--- config.mk ---
export PLATFORM = sky130hd
export DESIGN_NAME = psf_power_state_fsm
export DESIGN_NICKNAME = d
export VERILOG_FILES = /design/src/shared/psf_pkg.sv /design/src/verilog/psf_power_state_fsm.sv
export SDC_FILE = /design/constraint.sdc
export NUM_CORES = 1
export LEC_CHECK = 0
export BUFFER_PORTS_ARGS = -buffer_cell sky130_fd_sc_hd__buf_2
export CAP_MARGIN = 40
export CORE_ASPECT_RATIO = 0.6
export CORE_MARGIN = 2
export CORE_UTILIZATION = 50
export DETAILED_ROUTE_END_ITERATION = 16
export GPL_ROUTABILITY_DRIVEN = 0
export PLACE_DENSITY = 0.8
export RECOVER_POWER = 100
export SKIP_LAST_GASP = 1
export SLEW_MARGIN = 25
export SYNTH_ARGS = -nofsm -noshare
export SYNTH_HDL_FRONTEND = slang
export SYNTH_SLANG_ARGS = --single-unit
--- constraint.sdc ---
create_clock -name i_sys_clk -period 2.1 [get_ports i_sys_clk]
set_input_delay 0.42 -clock i_sys_clk [delete_from_list [all_inputs] [get_ports i_sys_clk]]
set_output_delay 0.42 -clock i_sys_clk [all_outputs]
set_load 0.01 [all_outputs]
--- src/shared/psf_pkg.sv ---
package psf_pkg;

   // Register map, byte addresses on the 8-bit register port.
   localparam logic [7:0] CFG_OFFSET        = 8'h00;
   localparam logic [7:0] STATE_OFFSET      = 8'h04;
   localparam logic [7:0] IRQ_STATUS_OFFSET = 8'h08;
   localparam logic [7:0] IRQ_CLEAR_OFFSET  = 8'h0c;
   localparam logic [7:0] IRQ_ENABLE_OFFSET = 8'h10;

   // Configuration register fields.
   localparam int CFG_INVERT_BIT = 0;
   localparam int CFG_LPOFF_BIT  = 1;
   localparam int CFG_EDGE_BIT   = 2;
   localparam int CFG_LIMIT_LSB  = 4;
   localparam int LIMIT_W        = 4;

   // State register fields.
   localparam int STATE_CODE_LSB = 0;
   localparam int STATE_COUNT_LSB = 4;

   // Interrupt event bits.
   localparam int EV_RUN     = 0;
   localparam int EV_STANDBY = 1;
   localparam int EV_WDRST   = 2;
   localparam int EV_FAULT   = 3;
   localparam int EV_PWRUP   = 4;
   localparam int EV_W       = 5;

   // Reset values.
   localparam logic                 CFG_INVERT_RST = 1'b0;
   localparam logic                 CFG_LPOFF_RST  = 1'b0;
   localparam logic                 CFG_EDGE_RST   = 1'b0;
   localparam logic [LIMIT_W-1:0]   CFG_LIMIT_RST  = 4'h3;
   localparam logic [EV_W-1:0]      IRQ_ENABLE_RST = 5'h00;

   // Watchdog reset dwell time.
   localparam int CLK_PERIOD_NS = 10;
   localparam int WD_DELAY_NS   = 30000;
   localparam int WD_DELAY_CYC  =
      (WD_DELAY_NS + CLK_PERIOD_NS - 1) / CLK_PERIOD_NS;
   localparam int WD_CNT_W      = 12;

   // Top-level power states, Gray coded along the power-up path.
   typedef enum logic [2:0] {
      ST_LOW_POWER_OFF_STATE  = 3'h0,
      ST_QUICK_POWERUP_OFF_STATE = 3'h1,
      ST_PWRUP   = 3'h3,
      ST_RUN     = 3'h2,
      ST_STANDBY = 3'h6,
      ST_WD_RST  = 3'h7,
      ST_FAULT   = 3'h5
   } psf_state_t;

endpackage : psf_pkg

--- src/verilog/psf_power_state_fsm.sv ---
`timescale 1ns/10ps

// Behaviour
// - In standby, go to run when sleep request equals the invert bit.
// - In run, go to standby when sleep request differs from invert.
// - From run or standby, a hard watchdog reset enters watchdog reset.
// - Return from watchdog reset to run after 30 us if count < limit.
// - A count at the limit ends watchdog reset in a fault power-down.
// - Low power off enabled, board test low: pass to quick power-up off.
// - In level mode a high power-on request is a power-up event.
// - In edge mode a falling power-on request is a power-up event.
// - A power-up event needs good supply, no overheat and no load faults.
// - Board test enable high passes low power off to quick power-up off.
// - Quick power-up off advances on a clean self-check and an event.
module psf_power_state_fsm (
   // Clock and reset.
   input  wire logic        i_sys_clk,
   input  wire logic        i_arst_n,
   // Register port.
   input  wire logic [7:0]  i_addr,
   input  wire logic [31:0] i_wr_data,
   input  wire logic        i_wr_strobe,
   input  wire logic        i_rd_strobe,
   output logic      [31:0] o_rd_data,
   // System inputs.
   input  wire logic        i_sleep_request,
   input  wire logic        i_power_on_request,
   input  wire logic        i_board_test_enable,
   input  wire logic        i_hard_wd_reset,
   input  wire logic        i_vin_above_uv,
   input  wire logic        i_vin_below_ovlo,
   input  wire logic        i_ovlo_disable,
   input  wire logic        i_below_thermal_sd,
   input  wire logic        i_trim_load_fault,
   input  wire logic        i_fuse_load_fault,
   input  wire logic        i_self_check_fault,
   input  wire logic        i_seq_done,
   // Status outputs.
   output logic      [2:0]  o_power_state,
   output logic             o_fault_powerdown,
   output logic             o_irq
);

   localparam int LW = psf_pkg::LIMIT_W;
   localparam int EW = psf_pkg::EV_W;
   localparam int CW = psf_pkg::WD_CNT_W;
   localparam logic [CW-1:0] WD_LAST =
      CW'(psf_pkg::WD_DELAY_CYC - 1);

   psf_pkg::psf_state_t state_ff;
   psf_pkg::psf_state_t nxt_state;

   logic          invert_ff;
   logic          lpoff_en_ff;
   logic          edge_sel_ff;
   logic [LW-1:0] limit_ff;
   logic [LW-1:0] wd_count_ff;
   logic [LW-1:0] nxt_wd_count;
   logic [CW-1:0] wd_delay_ff;
   logic [CW-1:0] nxt_wd_delay;
   logic          pon_prev_ff;
   logic          event_latched_ff;
   logic          nxt_event_latched;
   logic [EW-1:0] irq_status_ff;
   logic [EW-1:0] irq_enable_ff;
   logic [EW-1:0] nxt_irq_status;
   logic [EW-1:0] events;
   logic [31:0]   rd_mux;

   function automatic logic is_sys_on(input psf_pkg::psf_state_t s);
      return (s == psf_pkg::ST_RUN) || (s == psf_pkg::ST_STANDBY);
   endfunction : is_sys_on

   function automatic logic entering(input psf_pkg::psf_state_t cur,
                                     input psf_pkg::psf_state_t nxt,
                                     input psf_pkg::psf_state_t tgt);
      return (cur != tgt) && (nxt == tgt);
   endfunction : entering

   // Register decode.
   wire sel_cfg   = (i_addr == psf_pkg::CFG_OFFSET);
   wire sel_state = (i_addr == psf_pkg::STATE_OFFSET);
   wire sel_stat  = (i_addr == psf_pkg::IRQ_STATUS_OFFSET);
   wire sel_clr   = (i_addr == psf_pkg::IRQ_CLEAR_OFFSET);
   wire sel_en    = (i_addr == psf_pkg::IRQ_ENABLE_OFFSET);
   wire wr_cfg    = i_wr_strobe && sel_cfg;
   wire wr_en     = i_wr_strobe && sel_en;
   wire [EW-1:0] clr_bits =
      (i_wr_strobe && sel_clr) ? i_wr_data[EW-1:0] : '0;

   // Power-on event qualification.
   wire sleep_match = (i_sleep_request == invert_ff);
   wire pon_fall    = pon_prev_ff && !i_power_on_request;
   wire pon_event   = edge_sel_ff ? pon_fall
                                  : i_power_on_request;
   wire vin_ok      = i_vin_above_uv &&
                      (i_vin_below_ovlo || i_ovlo_disable);
   wire pu_ok       = vin_ok && i_below_thermal_sd &&
                      !i_trim_load_fault && !i_fuse_load_fault;
   wire pu_event    = pon_event && pu_ok;
   wire passive_go  = lpoff_en_ff && !i_board_test_enable;
   wire active_go   = !lpoff_en_ff && !i_board_test_enable && pu_event;
   wire limit_hit   = (wd_count_ff >= limit_ff);
   wire delay_done  = (wd_delay_ff == WD_LAST);

   // Next-state logic.
   always_comb begin
      nxt_state = state_ff;
      unique case (state_ff)
         psf_pkg::ST_LOW_POWER_OFF_STATE: begin
            if (i_board_test_enable || passive_go || active_go) begin
               nxt_state = psf_pkg::ST_QUICK_POWERUP_OFF_STATE;
            end
         end
         psf_pkg::ST_QUICK_POWERUP_OFF_STATE: begin
            if (!i_self_check_fault && (event_latched_ff || pu_event)) begin
               nxt_state = psf_pkg::ST_PWRUP;
            end
         end
         psf_pkg::ST_PWRUP: begin
            if (i_seq_done) begin
               nxt_state = psf_pkg::ST_RUN;
            end
         end
         psf_pkg::ST_RUN: begin
            if (i_hard_wd_reset) begin
               nxt_state = psf_pkg::ST_WD_RST;
            end else if (!sleep_match) begin
               nxt_state = psf_pkg::ST_STANDBY;
            end
         end
         psf_pkg::ST_STANDBY: begin
            if (i_hard_wd_reset) begin
               nxt_state = psf_pkg::ST_WD_RST;
            end else if (sleep_match) begin
               nxt_state = psf_pkg::ST_RUN;
            end
         end
         psf_pkg::ST_WD_RST: begin
            if (limit_hit) begin
               nxt_state = psf_pkg::ST_FAULT;
            end else if (delay_done) begin
               nxt_state = psf_pkg::ST_RUN;
            end
         end
         psf_pkg::ST_FAULT: begin
            if (i_seq_done) begin
               nxt_state = psf_pkg::ST_LOW_POWER_OFF_STATE;
            end
         end
         default: nxt_state = psf_pkg::ST_LOW_POWER_OFF_STATE;
      endcase
   end

   // A power-up event that takes low power off to quick power-up off is remembered.
   assign nxt_event_latched =
      (state_ff == psf_pkg::ST_LOW_POWER_OFF_STATE) ? active_go :
      (state_ff == psf_pkg::ST_QUICK_POWERUP_OFF_STATE) ? event_latched_ff : 1'b0;

   // Count entries into watchdog reset; cleared when fully off.
   assign nxt_wd_count =
      entering(state_ff, nxt_state, psf_pkg::ST_WD_RST) ?
         LW'(wd_count_ff + 1'b1) :
      (state_ff == psf_pkg::ST_LOW_POWER_OFF_STATE) ? '0 : wd_count_ff;

   assign nxt_wd_delay =
      (state_ff == psf_pkg::ST_WD_RST && !delay_done) ?
         CW'(wd_delay_ff + 1'b1) : '0;

   assign events[psf_pkg::EV_RUN] =
      entering(state_ff, nxt_state, psf_pkg::ST_RUN);
   assign events[psf_pkg::EV_STANDBY] =
      entering(state_ff, nxt_state, psf_pkg::ST_STANDBY);
   assign events[psf_pkg::EV_WDRST] =
      entering(state_ff, nxt_state, psf_pkg::ST_WD_RST);
   assign events[psf_pkg::EV_FAULT] =
      entering(state_ff, nxt_state, psf_pkg::ST_FAULT);
   assign events[psf_pkg::EV_PWRUP] =
      entering(state_ff, nxt_state, psf_pkg::ST_PWRUP);

   // A new event wins over a clear in the same cycle.
   assign nxt_irq_status = (irq_status_ff & ~clr_bits) | events;

   assign rd_mux =
      sel_cfg   ? {24'h000000, limit_ff, 1'b0, edge_sel_ff,
                   lpoff_en_ff, invert_ff} :
      sel_state ? {24'h000000, wd_count_ff, 1'b0, state_ff} :
      sel_stat  ? {27'h0000000, irq_status_ff} :
      sel_en    ? {27'h0000000, irq_enable_ff} : 32'h00000000;

   always_ff @(posedge i_sys_clk or negedge i_arst_n) begin
      if (!i_arst_n) begin
         state_ff         <= psf_pkg::ST_LOW_POWER_OFF_STATE;
         wd_count_ff      <= '0;
         wd_delay_ff      <= '0;
         pon_prev_ff      <= 1'b0;
         event_latched_ff <= 1'b0;
      end else begin
         state_ff         <= nxt_state;
         wd_count_ff      <= nxt_wd_count;
         wd_delay_ff      <= nxt_wd_delay;
         pon_prev_ff      <= i_power_on_request;
         event_latched_ff <= nxt_event_latched;
      end
   end

   always_ff @(posedge i_sys_clk or negedge i_arst_n) begin
      if (!i_arst_n) begin
         invert_ff   <= psf_pkg::CFG_INVERT_RST;
         lpoff_en_ff <= psf_pkg::CFG_LPOFF_RST;
         edge_sel_ff <= psf_pkg::CFG_EDGE_RST;
         limit_ff    <= psf_pkg::CFG_LIMIT_RST;
      end else if (wr_cfg) begin
         invert_ff   <= i_wr_data[psf_pkg::CFG_INVERT_BIT];
         lpoff_en_ff <= i_wr_data[psf_pkg::CFG_LPOFF_BIT];
         edge_sel_ff <= i_wr_data[psf_pkg::CFG_EDGE_BIT];
         limit_ff    <= i_wr_data[psf_pkg::CFG_LIMIT_LSB +: LW];
      end
   end

   always_ff @(posedge i_sys_clk or negedge i_arst_n) begin
      if (!i_arst_n) begin
         irq_status_ff     <= '0;
         irq_enable_ff     <= psf_pkg::IRQ_ENABLE_RST;
         o_irq             <= 1'b0;
         o_rd_data         <= 32'h00000000;
         o_power_state     <= 3'h0;
         o_fault_powerdown <= 1'b0;
      end else begin
         irq_status_ff     <= nxt_irq_status;
         irq_enable_ff     <= wr_en ? i_wr_data[EW-1:0] : irq_enable_ff;
         o_irq             <= |(nxt_irq_status &
                                (wr_en ? i_wr_data[EW-1:0] : irq_enable_ff));
         o_rd_data         <= i_rd_strobe ? rd_mux : 32'h00000000;
         o_power_state     <= nxt_state;
         o_fault_powerdown <= (nxt_state == psf_pkg::ST_FAULT);
      end
   end
endmodule : psf_power_state_fsm

==> results of run 1 <==
==> flip-flops by register name (all words and copies together) (netlist names) <==
name and flops:
o_irq 1, edge_sel_ff 1, o_rd_data 8, event_latched_ff 1
irq_enable_ff 5, limit_ff 4, lpoff_en_ff 1, o_fault_powerdown 1
wd_delay_ff 12, invert_ff 1, irq_status_ff 5, o_power_state 3
wd_count_ff 4, pon_prev_ff 1
==> worst max-delay path, cell delays in order, from the launching register on <==
cell and delay (ns):
dfstp_2 0.57, ha_4 0.19, nand2b_4 0.13, a21o_1 0.20, a311oi_2 0.28, buf_4 0.17
o211ai_1 0.12, o21bai_4 0.20, o2111ai_2 0.20
==> logic make-up (layout without fill, tap and decap cells) <==
logic type | Yosys count | count (layout) | share of synthesized area (%)
and+or+nand+nor | 80 | 80 | 17.4
DFF | 48 | 48 | 46.1
AOI/OAI and AO/OA | 46 | 46 | 12.9
buffers and inverters | 40 | 81 | 9.48
muxes | 15 | 15 | 7.18
xor gates and xnor gates | 12 | 12 | 4.02
adders and majority gates | 6 | 6 | 2.87
other | 1 | 24 | 0.143
==> metrics by stage <==
step	power [mW]	TNS [ns]	instances	util, %	setup slack, ns
finish	2.36	-0.0165	378	60.3	-0.0165
global route	2.49	-0.109	378	60.3	-0.0779
CTS	2.32	0	377	60.3	0.00514
detailed placement	1.63	-1.44	369	57.9	-0.157
global placement	1.60	-1.28	369	57.9	-0.149
floorplan	1.45	-0.185	271	-	-0.0370
==> metal layers <==
layer	track usage, %	vias up
met1	31.2	969
met3	5.26	8
met2	28.4	62
met4	7.74	0
met5	0	-
li1	-	956
==> power breakdown <==
group	total, mW	leakage (nW)	switching (mW)	internal [mW]
Sequential	1.14	0.645	0.114	1.02
Combinational	0.530	0.824	0.286	0.244
Clock	0.691	0.0548	0.332	0.359
==> area by class of cell <==
cell class	count	area share [%]
clock inverter	3	1.52
timing repair buffer	62	10.5
sequential	48	39.5
clock buffer	5	2.26
inverter	11	1.35
multi-input combinational	183	42.2
tap	66	2.71
==> cell usage in the layout (no fill, tap or decap), types with 3 or more instances in the layout <==
cell type and instances:
o21ai_0 8, mux2i_1 6, o311a_1 4, nand3_1 11, clkbuf_1 18, xnor2_1 3
nor2_1 18, xor2_1 9, buf_4 13, conb_1 24, inv_1 10, clkbuf_8 5
and3_1 7, buf_2 31, ha_1 5, a21oi_1 3, a21o_1 6, mux2_4 7
nand2_1 17, a22oi_1 4, nor2b_1 8, a22o_1 3, dfrtp_1 46
==> how the worst max path moves through the flow <==
stage               depth (start not counted)           to         from
finish                                      8        o_irq  limit_ff[0]
global placement                            8        o_irq    i_addr[5]
CTS                                         7        o_irq  limit_ff[0]
floorplan                                   6  edge_sel_ff    i_addr[5]
detailed placement                          8        o_irq    i_addr[5]
global route                                8        o_irq  limit_ff[0]
==> what timing repair did <==
action | in CTS | in global routing
setup endpoints to repair | 3 | 3
hold buffers | 0 | 0
setup buffers | 0 | 1
pin swaps | 3 | 7
resized for setup | 2 | 6
==> impl_metrics.yaml, run 1 <==
outcome:
  status: "finished with violations"
  violations: "negative setup slack"
drt:
  wire_per_inst_um: 15.2
  dr_wl_met3_um: 389
  viasPerCell: 5.28
  wl_mm: 5.74
  drc_errors: 0
  top_layer_used: "met4"
  antenna_left: 0
  met1_length_mm: 2.91
  first_pass_iters: 4
  drt_iter0_drc: 107
  via_count: 1995
  wl_met2_mm: 2.37
synthesis:
  synth-edff-count: 0
  synth_seq_cells: 48
  synth_top_area_cell: "dfrtp_1"
  synth.top_cells.by_count: "dfrtp_1, buf_4, nor2_1, nand2_1, nand3_1"
  syn_area_um2: 2610
  synth_area_leaders: "dfrtp_1, buf_4, mux2_4"
  yosysMostFrequentCell: "dfrtp_1"
  synth_cell_types: 55
  synth_flop_cell: "dfrtp_1"
  yosysTopAreaCellShare_pct: 44.0
  synth.avg_cell_area_um2: 10.5
  yosys_warnings: 0
  synthArstFlopShare_pct: 100
  synth_cells: 248
  yosysSeqAreaShare_pct: 46.1
placed_design:
  placed_area_um2: 2930
  dp_hpwl_mm: 4.49
  io_buffers: 44
floorplanning:
  row_count: 20
  coreArea_um2: 5050
  ios: 93
  die_w_um: 97.3
  start_util_pct: 51.7
  die-area_um2: 5840
  die_y_um: 60.0
final_layout:
  area.growth.synth_to_final_pct: 16.7
  insertedDiodeCount: 0
  multiInputGateArea_um2: 1290
  final_area_um2: 3050
  num-fill-cells: 452
  finalNetCount: 373
  seq_area_um2: 1200
  drive_gt1_share_pct: 24.0
timing:
  max_freq_mhz: 472
  min_period_ns: 2.12
  fin_ws_ns: -0.0165
  clock_skew_ns: 0.0121
  setup_viol: 1
  hold_violations: 0
  holdWs_ns: 0.230
  rsz0062_at_grt: "true"
  slew_headroom_pct: 36.3
  tightest_slew_ns: 0.956
  drv_slew: 0
  fin_crit_sh_pct: 101
critical_path:
  cp.arrival_ns: 2.35
  reg2reg_setup_slack_ns: -0.02
  crit_type: "flip-flop to flip-flop"
  start_kind: "flip-flop"
  worstRegToRegCells: 8
  r2r-end: "o_irq"
  end_kind: "flip-flop"
  r2r_start: "limit_ff[0]"
  required_ns: 2.34
  crit_fanout: 3
cts:
  root_buffer: "clkbuf_8"
  clkSinkCount: 48
  clkTransAtPathRegs_ns: 0.10
  clockBufferDepth: 2
  cts_tree: "built"
  numCtsBuffers: 5
  insertion_delay_ns: 0.31
  cts_max_level: 2
pwr:
  powerDensity_nw_per_um2: 773
  power.leakage_nw: 1.52
  ir_drop_mv: 0.345
min_path:
  worstHoldPathType: "input pin to async pin"
grt:
  grt_pass1_vias: 1782
  grt-ovfl-total: 0
  grt_pass1_wl_mm: 9.01
  grt_max_degree: 19
  grt_usage_pct: 20.6
  antenna_found_initial: 0
run:
  maxCapViolations: 0
Power figures use the tool's default switching activity.
==> run 2, diff against run 1 <==
- GPL_TIMING_DRIVEN: default -> 0
==> impl_metrics.yaml, run 2 (synthesis results as in run 1) <==
outcome:
  violations: "negative setup slack"
  status: "finished with violations"
final_layout:
  largest_reg_flops: 12
  top_register: "wd_delay_ff"
  fin_util_pct: 62.5
  finalNetCount: 389
  final_common_cell: "dfrtp_1"
  drive_gt1_share_pct: 27.4
  area.growth.synth_to_final_pct: 20.9
  final_cell_mix: "dfrtp_1, buf_2, buf_4"
  top_regs: "wd_delay_ff x12, o_rd_data x8"
  insertedDiodeCount: 0
grt:
  grt_usage_pct: 20.9
  grt_pass1_vias: 1880
  grt_max_degree: 26
  grt_pass1_wl_mm: 9.33
  grt-ovfl-total: 0
  antenna_found_initial: 0
drt:
  antenna_left: 0
  wire_per_inst_um: 14.4
  first_pass_iters: 4
  viasPerCell: 5.09
  via_count: 2004
  wl_mm: 5.69
  drt_iter0_drc: 87
  drc_errors: 0
floorplanning:
  coreArea_um2: 5050
  start_util_pct: 51.7
  die_w_um: 97.3
  ios: 93
  die_y_um: 60.0
  row_count: 20
  die-area_um2: 5840
cts:
  holdBufCountCts: 0
  cts_tree: "built"
  numCtsBuffers: 5
  insertion_delay_ns: 0.30
  clockBufferDepth: 2
  cts_max_level: 2
  root_buffer: "clkbuf_8"
  clkTransAtPathRegs_ns: 0.09
  clkSinkCount: 48
critical_path:
  crit_type: "flip-flop to flip-flop"
  crit_fanout: 3
  start_kind: "flip-flop"
  required_ns: 2.32
  cp.arrival_ns: 2.36
  end_kind: "flip-flop"
pwr:
  finalPower_mw: 2.30
  powerDensity_nw_per_um2: 728
  ir_drop_mv: 0.574
  power.leakage_nw: 1.60
timing:
  min_period_ns: 2.14
  slew_headroom_pct: 16.0
  fin_crit_sh_pct: 102
  fin_ws_ns: -0.0388
  setup_viol: 6
  clock_skew_ns: 0.00844
  max_freq_mhz: 468
  drv_slew: 0
  hold_violations: 0
  tightest_slew_ns: 1.26
  rsz0062_at_grt: "true"
placed_design:
  io_buffers: 44
  dp_hpwl_mm: 4.37
min_path:
  worstHoldPathType: "input pin to flip-flop"
run:
  maxCapViolations: 0
-- run 2: path summary, 6_finish.rpt --
kind | from | endpoint | slack [ns] | cells past startpoint
hold / removal | i_power_on_request | pon_prev_ff | 0.26 | 1
min in group asynchronous | i_arst_n | irq_status_ff[4] | 0.37 | 1
hold reg to reg | wd_delay_ff[0] | wd_delay_ff[0] | 0.46 | 1
setup / recovery | limit_ff[0] | o_irq | -0.04 | 7
max in group asynchronous | i_arst_n | wd_delay_ff[10] | 0.48 | 2
setup reg to reg | limit_ff[0] | o_irq | -0.04 | 7
-- run 2: layout make-up --
| cell class | count | area, um2 |
|---|---|---|
| Multi-Input combinational cell | 183 | 1310 |
| Fill cell | 418 | 1890 |
| Sequential cell | 48 | 1200 |
| Tap cell | 66 | 82.6 |
| Timing Repair Buffer | 49 | 236 |
| Clock buffer | 8 | 90.1 |
| Buffer | 29 | 200 |
| Inverter | 11 | 41.3 |
-- run 2: what timing repair did --
item | CTS | global route
pin swaps | 5 | 7
setup endpoints to repair | 3 | 4
resized for setup | 6 | 3
buffers inserted | 4 | 1
-- run 2: power breakdown --
part	internal [mW]	leakage [nW]	switching [mW]
combinational	0.287	0.914	0.360
clock	0.269	0.0455	0.301
sequential	1.02	0.645	0.0591
total	1.58	1.60	0.720
-- run 2: layer usage --
layer,share of wire (%),global-route usage (%)
met2,41,30.7
met4,1.0,5.36
met3,8.9,5.26
met5,0,0
met1,49,31.1
-- run 2: critical path, cell delays in order, from the launching register on --
cell,delay (ns)
dfstp_2,0.56
ha_4,0.20
nand2b_4,0.13
a21o_1,0.21
a311oi_2,0.37
o211ai_1,0.18
o21bai_4,0.21
o2111ai_2,0.21
-- run 2: stage by stage --
step / hold slack [ns] / setup TNS, ns / area (um2) / setup WS [ns] / std cells
floorplan: 0.124 / -0.185 / 2700 / -0.0370 / 271
global placement: 0.439 / -1.82 / 3010 / -0.304 / 381
detailed placement: 0.441 / -1.99 / 3030 / -0.314 / 382
CTS: 0.121 / -0.00160 / 3170 / -0.00160 / 394
global route: 0.248 / -0.723 / 3160 / -0.126 / 394
finish: 0.255 / -0.189 / 3160 / -0.0388 / 394
==> run 3, diff against run 2 <==
--- a/config.mk
+++ b/config.mk
@@ -17,3 +17,2 @@
 export RECOVER_POWER = 100
-export SKIP_LAST_GASP = 1
 export SLEW_MARGIN = 25
--- a/constraint.sdc
+++ b/constraint.sdc
@@ -3,2 +3,2 @@
 set_output_delay 0.42 -clock i_sys_clk [all_outputs]
-set_load 0.01 [all_outputs]
+set_load 0.02 [all_outputs]
==> impl_metrics.yaml, run 3 (synthesis results as in run 1) <==
critical_path:
  required_ns: 2.32
  crit_type: "flip-flop to flip-flop"
  start_kind: "flip-flop"
  slowest_delay_ns: 0.56
  critPathTopFamily: "compound AO/OA/AOI/OAI gates"
  slowest_stage: "dfstp_2"
  end_kind: "flip-flop"
  crit_chain: "ha_4 -> nand2b_4 -> a21o_1 -> a311oi_2 -> o211ai_1 -> o21bai_4 -> o2111ai_2"
  cp.buffers_inverters: 0
  crit_fanout: 3
  cp.arrival_ns: 2.36
grt:
  grt_usage_pct: 20.9
  antenna_found_initial: 0
  grt_max_degree: 26
  grt_pass1_vias: 1880
  grt_pass1_wl_mm: 9.33
  grt-ovfl-total: 0
pwr:
  switching_share_pct: 32.5
  power.share.sequential_pct: 46.2
  p_sw_mw: 0.762
  intPower_mw: 1.58
  combPwrFrac_pct: 29.5
  p_clk_share_pct: 24.3
  ir_drop_mv: 0.605
  powerDensity_nw_per_um2: 741
  power.leakage_nw: 1.60
placed_design:
  dp.cells: 382
  io_buffers: 44
  dp_hpwl_mm: 4.37
floorplanning:
  row_count: 20
  coreArea_um2: 5050
  ios: 93
  die_y_um: 60.0
  die_w_um: 97.3
  die-area_um2: 5840
  start_util_pct: 51.7
timing:
  tightest_slew_ns: 1.26
  min_period_ns: 2.14
  max_freq_mhz: 468
  setup_viol: 6
  fin_crit_sh_pct: 102
  tns_ns: -0.182
  fin_ws_ns: -0.0387
  rsz0062_at_grt: "true"
  slew_headroom_pct: 16.0
  clock_skew_ns: 0.00844
  hold_violations: 0
  drv_slew: 0
drt:
  antenna_left: 0
  wire_per_inst_um: 14.4
  viasPerCell: 5.08
  drc_errors: 0
  via_count: 2003
  wl_mm: 5.69
  drt_iter0_drc: 85
  first_pass_iters: 4
cts:
  cts_max_level: 2
  cts_tree: "built"
  holdBufCountCts: 0
  clkSinkCount: 48
  clockBufferDepth: 2
  root_buffer: "clkbuf_8"
  clkTransAtPathRegs_ns: 0.09
  insertion_delay_ns: 0.30
  numCtsBuffers: 5
final_layout:
  insertedDiodeCount: 0
  top_regs: "wd_delay_ff x12, o_rd_data x8"
  finalNetCount: 389
  final_common_cell: "dfrtp_1"
  drive_gt1_share_pct: 27.4
  final_cell_mix: "dfrtp_1, buf_2, buf_4"
  largest_reg_flops: 12
  fin_util_pct: 62.5
  area.growth.synth_to_final_pct: 20.9
  instances_no_fill: 394
  top_register: "wd_delay_ff"
  num-fill-cells: 418
min_path:
  worstHoldPathType: "input pin to flip-flop"
outcome:
  status: "finished with violations"
  violations: "negative setup slack"
run:
  maxCapViolations: 0
==> run 3: cell counts in the layout (fill, tap and decap cells not counted) <==
Identical to the previous run, type by type.
==> run 3: power by group through the flow <==
stage                     logic (mW)  clock network, mW  registers, mW
after floorplan                0.365                  0           1.13
after global placement         0.565                  0           1.10
after detailed placement       0.583                  0           1.11
after CTS                      0.652              0.571           1.09
after global routing           0.758              0.618           1.09
final                          0.690              0.570           1.08
==> run 3: worst register-to-register path: cells and delay by family, from the launching register on <==
kind,cells,cell delay (ns)
simple gates,1,0.13
compound gates,5,1.18
fa+ha+maj,1,0.20
flops,1,0.56
==> run 3: layout make-up <==
type / count / area, um2 / share of cell area, %
Clock buffer: 8 / 90.1 / 2.85
Tap cell: 66 / 82.6 / 2.61
Multi-Input combinational cell: 183 / 1310 / 41.3
Inverter: 11 / 41.3 / 1.31
Sequential cell: 48 / 1200 / 38.1
Buffer: 29 / 200 / 6.33
Timing Repair Buffer: 49 / 236 / 7.48
==> run 3: path summary, 6_finish.rpt <==
path	end	from	depth (start not counted)	slack, ns
max in group asynchronous	wd_delay_ff[10]	i_arst_n	2	0.48
setup reg to reg	o_irq	limit_ff[0]	7	-0.04
hold / removal	pon_prev_ff	i_power_on_request	1	0.26
hold reg to reg	wd_delay_ff[0]	wd_delay_ff[0]	1	0.46
setup / recovery	o_irq	limit_ff[0]	7	-0.04
min in group asynchronous	irq_status_ff[4]	i_arst_n	1	0.37
==> run 3: through the flow <==
stage | power (mW) | hold WS, ns | instance area (um2) | setup WS [ns]
after global placement | 1.67 | 0.439 | 3010 | -0.304
after floorplan | 1.50 | 0.124 | 2700 | -0.0370
after detailed placement | 1.69 | 0.441 | 3030 | -0.314
after CTS | 2.31 | 0.121 | 3170 | -0.00160
final | 2.34 | 0.255 | 3160 | -0.0387
after global routing | 2.47 | 0.248 | 3160 | -0.126
==> run 3: what timing repair did <==
item / CTS / global route
endpoints found under the setup margin: 3 / 4
pin swaps: 5 / 7
gates resized for setup: 6 / 3
buffers inserted: 4 / 1
==> run 3: routing by layer <==
| layer | up-vias | global-route usage, % | share of wire, % |
|---|---|---|---|
| li1 | 980 | - | - |
| met4 | 0 | 5.36 | 1.0 |
| met1 | 942 | 31.1 | 49 |
| met5 | - | 0 | 0 |
| met3 | 6 | 5.26 | 8.9 |
| met2 | 75 | 30.7 | 41 |
